$ cat src/include/scd_pkg.sv
package scd_pkg;

  // ----------------------------------------------------------------
  // Clock select codes
  // ----------------------------------------------------------------
  localparam logic [1:0] SEL_MULT = 2'h0;
  localparam logic [1:0] SEL_RSVD = 2'h1;
  localparam logic [1:0] SEL_DIV4 = 2'h2;
  localparam logic [1:0] SEL_LOWP = 2'h3;
  localparam logic [1:0] SEL_RESET = SEL_DIV4;

  // ----------------------------------------------------------------
  // Rate dividers, in clk_i cycles or in ticks
  // ----------------------------------------------------------------
  localparam int unsigned CLK_MHZ = 100;
  localparam int unsigned OSC_DIV = 4;
  localparam int unsigned LOWP_DIV = 256;
  localparam int unsigned MC_DIV = 4;
  localparam logic [1:0] OSC_LAST = 2'(OSC_DIV - 1);
  localparam logic [7:0] LOWP_LAST = 8'(LOWP_DIV - 1);
  localparam logic [1:0] MC_LAST = 2'(MC_DIV - 1);
  localparam int unsigned LOCK_OSC_CYCLES_DEF = 65536;
  localparam int unsigned LOCK_W = 17;

  // ----------------------------------------------------------------
  // Register offsets
  // ----------------------------------------------------------------
  localparam logic [3:0] ADDR_CTRL = 4'h0;
  localparam logic [3:0] ADDR_STATUS = 4'h1;
  localparam logic [3:0] ADDR_IRQ_STAT = 4'h2;
  localparam logic [3:0] ADDR_IRQ_MASK = 4'h3;

  // ----------------------------------------------------------------
  // Field positions
  // ----------------------------------------------------------------
  localparam int unsigned CTRL_SEL_HI = 7;
  localparam int unsigned CTRL_SEL_LO = 6;
  localparam int unsigned CTRL_AUTO_RET = 5;
  localparam int unsigned CTRL_FACTOR = 3;
  localparam int unsigned CTRL_MULT_EN = 1;
  localparam int unsigned STAT_READY = 4;
  localparam int unsigned STAT_BUSY = 3;
  localparam int unsigned STAT_RING = 2;
  localparam int unsigned IRQ_READY = 0;
  localparam int unsigned IRQ_REJECT = 1;
  localparam int unsigned IRQ_SWBACK = 2;
  localparam int unsigned IRQ_APPLIED = 3;
  localparam logic [7:0] IRQ_MASK_RESET = 8'h00;

  // ----------------------------------------------------------------
  // Multiplier enable sequence tracker
  // ----------------------------------------------------------------
  typedef enum logic [1:0] {
    SEQ_IDLE = 2'b00,
    SEQ_CLEARED = 2'b01,
    SEQ_FACTOR = 2'b10,
    SEQ_ENABLED = 2'b11
  } scd_seq_t;

  typedef struct packed {
    logic [1:0] sel;
    logic auto_ret;
    logic factor;
    logic mult_en;
    scd_seq_t seq;
    logic [LOCK_W-1:0] lock_cnt;
    logic ready;
    logic [1:0] act_seen;
    logic [7:0] irq_stat;
    logic [7:0] irq_mask;
    logic [7:0] rdata;
    logic irq;
  } scd_ctl_state_t;

  typedef struct packed {
    logic [1:0] act_sel;
    logic [1:0] osc_div;
    logic [7:0] lowp_div;
    logic mult_div;
    logic [1:0] mc_div;
    logic osc_tick;
    logic sys_tick;
    logic mc_tick;
  } scd_gen_state_t;

endpackage : scd_pkg

$ cat src/include/scd_clk_if.sv
`timescale 1ns/1ps
interface scd_clk_if;
  logic [1:0] req_sel;
  logic factor;
  logic [1:0] act_sel;
  logic osc_tick;
  logic sys_tick;
  logic mc_tick;

  modport gen (
    input req_sel,
    input factor,
    output act_sel,
    output osc_tick,
    output sys_tick,
    output mc_tick
  );

  modport ctl (
    output req_sel,
    output factor,
    input act_sel,
    input osc_tick,
    input sys_tick,
    input mc_tick
  );
endinterface : scd_clk_if

$ cat src/hdl/scd_clock_ctrl.sv
`timescale 1ns/1ps
// Notes on behaviour
// - Select field drives three-way mux: raw, raw over 256, multiplier.
// - Machine-cycle tick is system tick divided by four.
// - Timers and peripherals run from the undivided system tick.
// - 00 multiplier, 01 reserved, 10 divide-by-four default, 11 low power.
// - Multiplier doubles with factor 0, quadruples with factor 1.
// - Multiplier gives one machine cycle per 2 or 1 source clocks.
// - New rate takes effect at the next machine-cycle boundary.
// - Every select change passes through divide-by-four.
// - Direct moves between non divide-by-four values are rejected.
// - Multiplier entry only from divide-by-four, ring flag 0, sequence done.
// - Sequence deviation keeps the select; unrelated accesses do not count.
// - Ready flag rises after 65536 source cycles with enable set.
// - Multiplier engages on the machine cycle after the 00 write.
// - Leaving the multiplier needs only a plain select write.
// - Auto return to divide-by-four on interrupt acknowledge in low power.
// - Select writes ignored while a serial port is busy.
module scd_clock_ctrl #(
  parameter int unsigned LOCK_OSC_CYCLES = scd_pkg::LOCK_OSC_CYCLES_DEF
) (
  input wire logic clk_i,
  input wire logic resetn_i,
  input wire logic [3:0] addr_i,
  input wire logic [7:0] wdata_i,
  input wire logic we_i,
  input wire logic re_i,
  input wire logic ring_mode_flag_i,
  input wire logic serial_busy_i,
  input wire logic int_ack_i,
  output logic [7:0] rdata_o,
  output logic irq_o,
  output logic sys_tick_o,
  output logic mc_tick_o,
  output logic [1:0] clk_sel_o,
  output logic multiplier_ready_o
);

  // ----------------------------------------------------------------
  // Declarations
  // ----------------------------------------------------------------
  localparam logic [scd_pkg::LOCK_W-1:0] LOCK_LAST =
    scd_pkg::LOCK_W'(LOCK_OSC_CYCLES - 1);

  scd_pkg::scd_ctl_state_t q;
  scd_pkg::scd_ctl_state_t d;
  scd_clk_if clk_if ();

  logic wr_ctrl;
  logic [1:0] new_sel;
  logic new_ar;
  logic new_fac;
  logic new_me;
  logic sel_change;
  logic sel_ok;
  logic mult_ok;
  logic step_ok;
  logic [7:0] ev;

  // Control image as software sees it
  function automatic logic [7:0] ctrl_image(
    input scd_pkg::scd_ctl_state_t s
  );
    logic [7:0] r;
    r = 8'h00;
    r[scd_pkg::CTRL_SEL_HI:scd_pkg::CTRL_SEL_LO] = s.sel;
    r[scd_pkg::CTRL_AUTO_RET] = s.auto_ret;
    r[scd_pkg::CTRL_FACTOR] = s.factor;
    r[scd_pkg::CTRL_MULT_EN] = s.mult_en;
    return r;
  endfunction : ctrl_image

  // ----------------------------------------------------------------
  // Tick generator
  // ----------------------------------------------------------------
  scd_tick_gen u_tick_gen (
    .clk_i(clk_i),
    .resetn_i(resetn_i),
    .clk_if(clk_if.gen)
  );

  // Requested select and factor toward the mux
  assign clk_if.req_sel = q.sel;
  assign clk_if.factor = q.factor;

  // ----------------------------------------------------------------
  // Write field decode
  // ----------------------------------------------------------------
  always_comb begin
    wr_ctrl = we_i && (addr_i == scd_pkg::ADDR_CTRL);
    new_sel = wdata_i[scd_pkg::CTRL_SEL_HI:scd_pkg::CTRL_SEL_LO];
    new_ar = wdata_i[scd_pkg::CTRL_AUTO_RET];
    new_fac = wdata_i[scd_pkg::CTRL_FACTOR];
    new_me = wdata_i[scd_pkg::CTRL_MULT_EN];
    sel_change = wr_ctrl && (new_sel != q.sel);
    // Sequence steps only count in divide-by-four with ring flag clear
    step_ok = (q.sel == scd_pkg::SEL_DIV4) && !ring_mode_flag_i;
    // Entry to multiplier needs a finished, locked sequence
    mult_ok = step_ok && (q.seq == scd_pkg::SEQ_ENABLED) && q.ready &&
              q.mult_en && new_me && (new_fac == q.factor);
  end

  // ----------------------------------------------------------------
  // Select transition check
  // ----------------------------------------------------------------
  always_comb begin
    sel_ok = 1'b0;
    if (serial_busy_i) begin
      sel_ok = 1'b0;
    end else if (new_sel == scd_pkg::SEL_RSVD) begin
      sel_ok = 1'b0;
    end else if (q.sel == scd_pkg::SEL_DIV4) begin
      if (new_sel == scd_pkg::SEL_LOWP) begin
        sel_ok = 1'b1;
      end else begin
        sel_ok = mult_ok;
      end
    end else begin
      // From multiplier or low power only back to divide-by-four
      sel_ok = (new_sel == scd_pkg::SEL_DIV4);
    end
  end

  // ----------------------------------------------------------------
  // Next state
  // ----------------------------------------------------------------
  always_comb begin
    d = q;
    ev = 8'h00;
    d.rdata = 8'h00;

    // Control register write
    if (wr_ctrl) begin
      d.auto_ret = new_ar;
      if (sel_change) begin
        if (sel_ok) begin
          d.sel = new_sel;
          if (new_sel != scd_pkg::SEL_MULT) begin
            d.seq = scd_pkg::SEQ_IDLE;
          end
        end else begin
          ev[scd_pkg::IRQ_REJECT] = 1'b1;
        end
      end else if (q.sel != scd_pkg::SEL_MULT) begin
        // Factor and enable frozen while the multiplier is engaged
        d.factor = new_fac;
        d.mult_en = new_me;
        if (!step_ok) begin
          d.seq = scd_pkg::SEQ_IDLE;
        end else if (!new_me) begin
          // Enable cleared: step one, then factor step
          if (q.seq == scd_pkg::SEQ_CLEARED ||
              q.seq == scd_pkg::SEQ_FACTOR) begin
            d.seq = scd_pkg::SEQ_FACTOR;
          end else begin
            d.seq = scd_pkg::SEQ_CLEARED;
          end
        end else if ((q.seq == scd_pkg::SEQ_FACTOR ||
                      q.seq == scd_pkg::SEQ_ENABLED) &&
                     new_fac == q.factor) begin
          d.seq = scd_pkg::SEQ_ENABLED;
        end else begin
          d.seq = scd_pkg::SEQ_IDLE;
        end
      end
    end

    // Automatic return from low power on interrupt acknowledge
    if (q.auto_ret && (q.sel == scd_pkg::SEL_LOWP) && int_ack_i &&
        !(sel_change && sel_ok)) begin
      d.sel = scd_pkg::SEL_DIV4;
      ev[scd_pkg::IRQ_SWBACK] = 1'b1;
    end

    // Multiplier lock timer in source clocks
    if (!q.mult_en) begin
      d.lock_cnt = '0;
      d.ready = 1'b0;
    end else if (clk_if.osc_tick && !q.ready) begin
      d.lock_cnt = q.lock_cnt + scd_pkg::LOCK_W'(1);
      if (q.lock_cnt == LOCK_LAST) begin
        d.ready = 1'b1;
        ev[scd_pkg::IRQ_READY] = 1'b1;
      end
    end

    // Applied select seen from the aligned mux
    d.act_seen = clk_if.act_sel;
    if (clk_if.act_sel != q.act_seen) begin
      ev[scd_pkg::IRQ_APPLIED] = 1'b1;
    end

    // Sticky status, write one to clear, set wins
    if (we_i && (addr_i == scd_pkg::ADDR_IRQ_STAT)) begin
      d.irq_stat = (q.irq_stat & ~wdata_i) | ev;
    end else begin
      d.irq_stat = q.irq_stat | ev;
    end
    if (we_i && (addr_i == scd_pkg::ADDR_IRQ_MASK)) begin
      d.irq_mask = wdata_i;
    end
    d.irq = |(d.irq_stat & d.irq_mask);

    // Read data, valid the cycle after the strobe
    if (re_i) begin
      case (addr_i)
        scd_pkg::ADDR_CTRL: d.rdata = ctrl_image(q);
        scd_pkg::ADDR_STATUS: begin
          d.rdata[scd_pkg::STAT_READY] = q.ready;
          d.rdata[scd_pkg::STAT_BUSY] = serial_busy_i;
          d.rdata[scd_pkg::STAT_RING] = ring_mode_flag_i;
          d.rdata[1:0] = clk_if.act_sel;
        end
        scd_pkg::ADDR_IRQ_STAT: d.rdata = q.irq_stat;
        scd_pkg::ADDR_IRQ_MASK: d.rdata = q.irq_mask;
        default: d.rdata = 8'h00;
      endcase
    end
  end

  // ----------------------------------------------------------------
  // State register
  // ----------------------------------------------------------------
  always_ff @(posedge clk_i or negedge resetn_i) begin
    if (!resetn_i) begin
      q <= '{sel: scd_pkg::SEL_RESET,
             seq: scd_pkg::SEQ_IDLE,
             act_seen: scd_pkg::SEL_RESET,
             irq_mask: scd_pkg::IRQ_MASK_RESET,
             default: '0};
    end else begin
      q <= d;
    end
  end

  // ----------------------------------------------------------------
  // Outputs
  // ----------------------------------------------------------------
  assign rdata_o = q.rdata;
  assign irq_o = q.irq;
  assign sys_tick_o = clk_if.sys_tick;
  assign mc_tick_o = clk_if.mc_tick;
  assign clk_sel_o = clk_if.act_sel;
  assign multiplier_ready_o = q.ready;

endmodule : scd_clock_ctrl

$ cat src/hdl/scd_tick_gen.sv
`timescale 1ns/1ps
module scd_tick_gen (
  input wire logic clk_i,
  input wire logic resetn_i,
  scd_clk_if.gen clk_if
);

  scd_pkg::scd_gen_state_t q;
  scd_pkg::scd_gen_state_t d;
  logic osc_en;
  logic sys_en;
  logic mc_en;

  // ----------------------------------------------------------------
  // Tick generation and aligned mux switch
  // ----------------------------------------------------------------
  always_comb begin
    d = q;
    osc_en = (q.osc_div == scd_pkg::OSC_LAST);
    d.osc_div = q.osc_div + 2'h1;
    if (osc_en) begin
      d.lowp_div = q.lowp_div + 8'h01;
    end
    d.mult_div = ~q.mult_div;
    // Three-way source mux
    case (q.act_sel)
      scd_pkg::SEL_MULT: sys_en = clk_if.factor | q.mult_div;
      scd_pkg::SEL_LOWP: begin
        sys_en = osc_en && (q.lowp_div == scd_pkg::LOWP_LAST);
      end
      default: sys_en = osc_en;
    endcase
    // Machine cycle is system clock over four
    mc_en = sys_en && (q.mc_div == scd_pkg::MC_LAST);
    if (sys_en) begin
      d.mc_div = q.mc_div + 2'h1;
    end
    // New source at a machine cycle boundary, always via divide-by-four
    if (mc_en && (clk_if.req_sel != q.act_sel)) begin
      if ((q.act_sel != scd_pkg::SEL_DIV4) &&
          (clk_if.req_sel != scd_pkg::SEL_DIV4)) begin
        d.act_sel = scd_pkg::SEL_DIV4;
      end else begin
        d.act_sel = clk_if.req_sel;
      end
      d.lowp_div = 8'h00;
      d.mult_div = 1'b0;
    end
    d.osc_tick = osc_en;
    d.sys_tick = sys_en;
    d.mc_tick = mc_en;
  end

  // State register
  always_ff @(posedge clk_i or negedge resetn_i) begin
    if (!resetn_i) begin
      q <= '{act_sel: scd_pkg::SEL_RESET, default: '0};
    end else begin
      q <= d;
    end
  end

  assign clk_if.act_sel = q.act_sel;
  assign clk_if.osc_tick = q.osc_tick;
  assign clk_if.sys_tick = q.sys_tick;
  assign clk_if.mc_tick = q.mc_tick;

endmodule : scd_tick_gen

$ cat config.mk
export PLATFORM = sky130hd
export DESIGN_NAME = scd_clock_ctrl
export DESIGN_NICKNAME = d
export VERILOG_FILES = /design/src/include/scd_pkg.sv /design/src/include/scd_clk_if.sv /design/src/hdl/scd_clock_ctrl.sv /design/src/hdl/scd_tick_gen.sv
export SDC_FILE = /design/constraint.sdc
export NUM_CORES = 1
export LEC_CHECK = 0
export BUFFER_PORTS_ARGS = -buffer_cell sky130_fd_sc_hd__buf_2
export CORE_ASPECT_RATIO = 1.5
export CORE_MARGIN = 5
export CORE_UTILIZATION = 25
export DETAILED_ROUTE_END_ITERATION = 8
export PLACE_DENSITY = 0.43
export SYNTH_ARGS = -nofsm -noshare
export SYNTH_HDL_FRONTEND = slang
export SYNTH_SLANG_ARGS = --single-unit
$ cat constraint.sdc
create_clock -name clk_i -period 3.3 [get_ports clk_i]
set_clock_uncertainty 0.15 [all_clocks]
set_input_delay 0.495 -clock clk_i [delete_from_list [all_inputs] [get_ports clk_i]]
set_output_delay 0.495 -clock clk_i [all_outputs]
set_load 0.01 [all_outputs]
==> results.tsv <==
metric	value	unit
status	finished, final reports clean	
die_area	17180	um2
avgSynthCellArea	10.53	um2
fin_crit_sh	72.71	%
synth-seq-area-share	48.06	%
grt_overflow	0	
drive_gt1_share	19.89	%
wirelength	8.179	mm
dieWidth	108.7	um
pwr-share-comb	16.9	%
root_buffer	clkbuf_16	
num_antenna_cells	0	
fin_tns_setup	0	ps
critPathMaxStageDelay	400	ps
grt.total_usage	10.33	%
grt_pass1_vias	2725	
drtPass1Iterations	4	
start_util	25.26	%
finalHoldViolations	0	
vias	2543	
core_area	14460	um2
max_slew_margin	42.13	%
cp_cell_sequence	ha_1 > and4_1 > nand2_1 > nor3_1 > ha_1 > nand4b_1 > a211o_1 > a31oi_1 > a21oi_1 > nand4_1	
cp_common_cell	ha_1	
ys_ff_latch	70	
io_pins	33	
internal-power	1.739	mW
yosysTopAreaCell	dfrtp_1	
worstPathRequired	3410	ps
p_leak	1.906	nW
end_kind	register	
cts_resized	0	
grt_max_degree	37	
synth_warnings	0	
crit_fanout	4	
min_period	2400	ps
syn_to_final_growth	15.76	%
critical-path-top-delay-family	simple AND/OR/NAND/NOR gates	
cts_tree	yes	
syn_area	3652	um2
rsz0062_at_grt	false	
placed_area	3946	um2
crit_type	register to register	
postCtsSetupRepairBufs	0	
clk_path_buf_depth	2	
grt_first_pass_wirelength	13.68	mm
n_fill_cell	1567	
finalSetupViolations	0	
multi_input_area	1683	um2
synthTopCellsByArea	dfrtp_1 (46%), mux2_2 (4.3%), xor2_1 (3.6%), ha_1 (3.4%), xnor2_1 (3.1%)	
powerDensity	563.3	nW/um2
worst_pin_slew	868.0	ps
seq_area	1755	um2
startpoint_type	register	
synth_cells	347	
ys.flop_type	dfrtp_1	
dp_hpwl	5.978	mm
yosys.area.top_type_share	45.91	%
pwr-share-seq	45.0	%
final_net_count	401	
die_h	158.0	um
htreeDepth	3	
synthArstFlopShare	100.0	%
cpMaxStageDelayCell	dfrtp_1	
drc	0	
max_freq	0.4168	GHz
synth.most_common_cell	dfrtp_1	
switching_share	26.97	%
min_path_type	primary input to asynchronous set/reset pin	
ant_nets	0	
clkTransAtPathRegs	50	ps
clkSinkCount	70	
synth_common_cells	dfrtp_1 (67), nand2_1 (30), nor2_1 (26)	
numCtsBuffers	9	
ys_types	57	
port_buffers	32	
switching_power	0.6422	mW
dr.first_iter.drc_count	113	
arrival	2510	ps
irDropWorstVdd	0.0001907	V
drv_cap	0	
synth-edff-count	0	
core.rowCount	54	
gp_congestion	0.7278	
clk_latency	330	ps
antenna_found_initial	0	
wl_per_cell	14.27	um
via_per_inst	4.438	
drv_slew	0	
ctsHoldBuffers	0	
stdcell_area	4228	um2
synth_fp_nets	376	
power_frac_clock	38.2	%
crit_buf_inv	0	
[registers in the layout, summed over array words and instances, names as in the netlist]
register	flops
q	39
u_tick_gen.q	13
rdata_o	8
clk_if.req_sel	2
u_tick_gen.clk_if.act_sel	2
clk_if.factor	1
irq_o	1
multiplier_ready_o	1
u_tick_gen.clk_if.mc_tick	1
u_tick_gen.clk_if.osc_tick	1
u_tick_gen.clk_if.sys_tick	1
[logic make-up after synthesis]
family	share of synthesized area, %
adders and majority gates	3.426
and+or+nand+nor	17.85
muxes	7.228
DFF	48.06
AOI/OAI and AO/OA	10.86
buffers and inverters	5.858
xor gates and xnor gates	6.715
[worst reg2reg max path: stages, from the launching register on]
cell      delay (ps)
dfrtp_1          400
ha_1             210
and4_1           300
nand2_1           70
nor3_1           160
ha_1             180
nand4b_1         180
a211o_1          350
a31oi_1          200
a21oi_1           60
nand4_1           90
[power groups by stage]
| stage | registers [mW] | clock network (mW) | logic, mW |
|---|---|---|---|
| floorplan | 1.06 | 0 | 0.313 |
| global placement | 1.09 | 0 | 0.400 |
| detailed placement | 1.09 | 0 | 0.408 |
| CTS | 1.07 | 0.941 | 0.410 |
| global route | 1.09 | 0.978 | 0.468 |
| finish | 1.07 | 0.909 | 0.402 |
[cell type report]
type	count	share of cell area, %
tap	196	5.801
multi-input combinational	239	39.80
sequential	70	41.52
inverter	16	1.421
clock buffer	16	6.659
timing repair buffer	36	4.794
[layer usage]
metal	vias up	GRT usage [%]	share of wire [%]
li1	1252	-	-
met1	1233	12.31	44
met2	43	17.39	49
met3	15	2.244	4.0
met4	0	5.235	2.3
met5	-	0	0
[final timing paths]
kind / slack [ps] / to / cells past startpoint / from
max: 900 / irq_o / 10 / q[28]
min: 140 / u_tick_gen.q[15] / 1 / resetn_i
max reg2reg: 900 / irq_o / 10 / q[28]
min reg2reg: 270 / u_tick_gen.q[5] / 1 / u_tick_gen.q[5]
max in group asynchronous: 2110 / u_tick_gen.clk_if.act_sel[1] / 2 / resetn_i
min in group clk_i: 240 / q[21] / 2 / wdata_i[4]
[cells in the final DEF (no fill, tap or decap), types with 8 or more instances in the layout]
master / instances
o21ai_0: 18
nand3_1: 9
nor2_1: 26
buf_2: 32
mux2_2: 14
xor2_1: 15
ha_1: 10
nand2_1: 30
clkbuf_16: 9
dfrtp_1: 67
nand4_1: 9
a21boi_0: 8
xnor2_1: 13
inv_1: 16
and2_1: 12
a22oi_1: 8
[per-stage QoR]
stage | util [%] | hold WS (ps) | worst slack (ps) | power [mW] | instances
after floorplan | - | 49.41 | 1119 | 1.372 | 347
after global placement | 27.29 | 264.4 | 875.9 | 1.486 | 557
after detailed placement | 27.29 | 269.5 | 887.4 | 1.494 | 557
after CTS | 29.24 | 160.3 | 868.3 | 2.423 | 573
after global routing | 29.24 | 206.7 | 654.1 | 2.536 | 573
final | 29.24 | 135.4 | 900.5 | 2.381 | 573
Note: power is estimated with default switching activity, not from simulation.
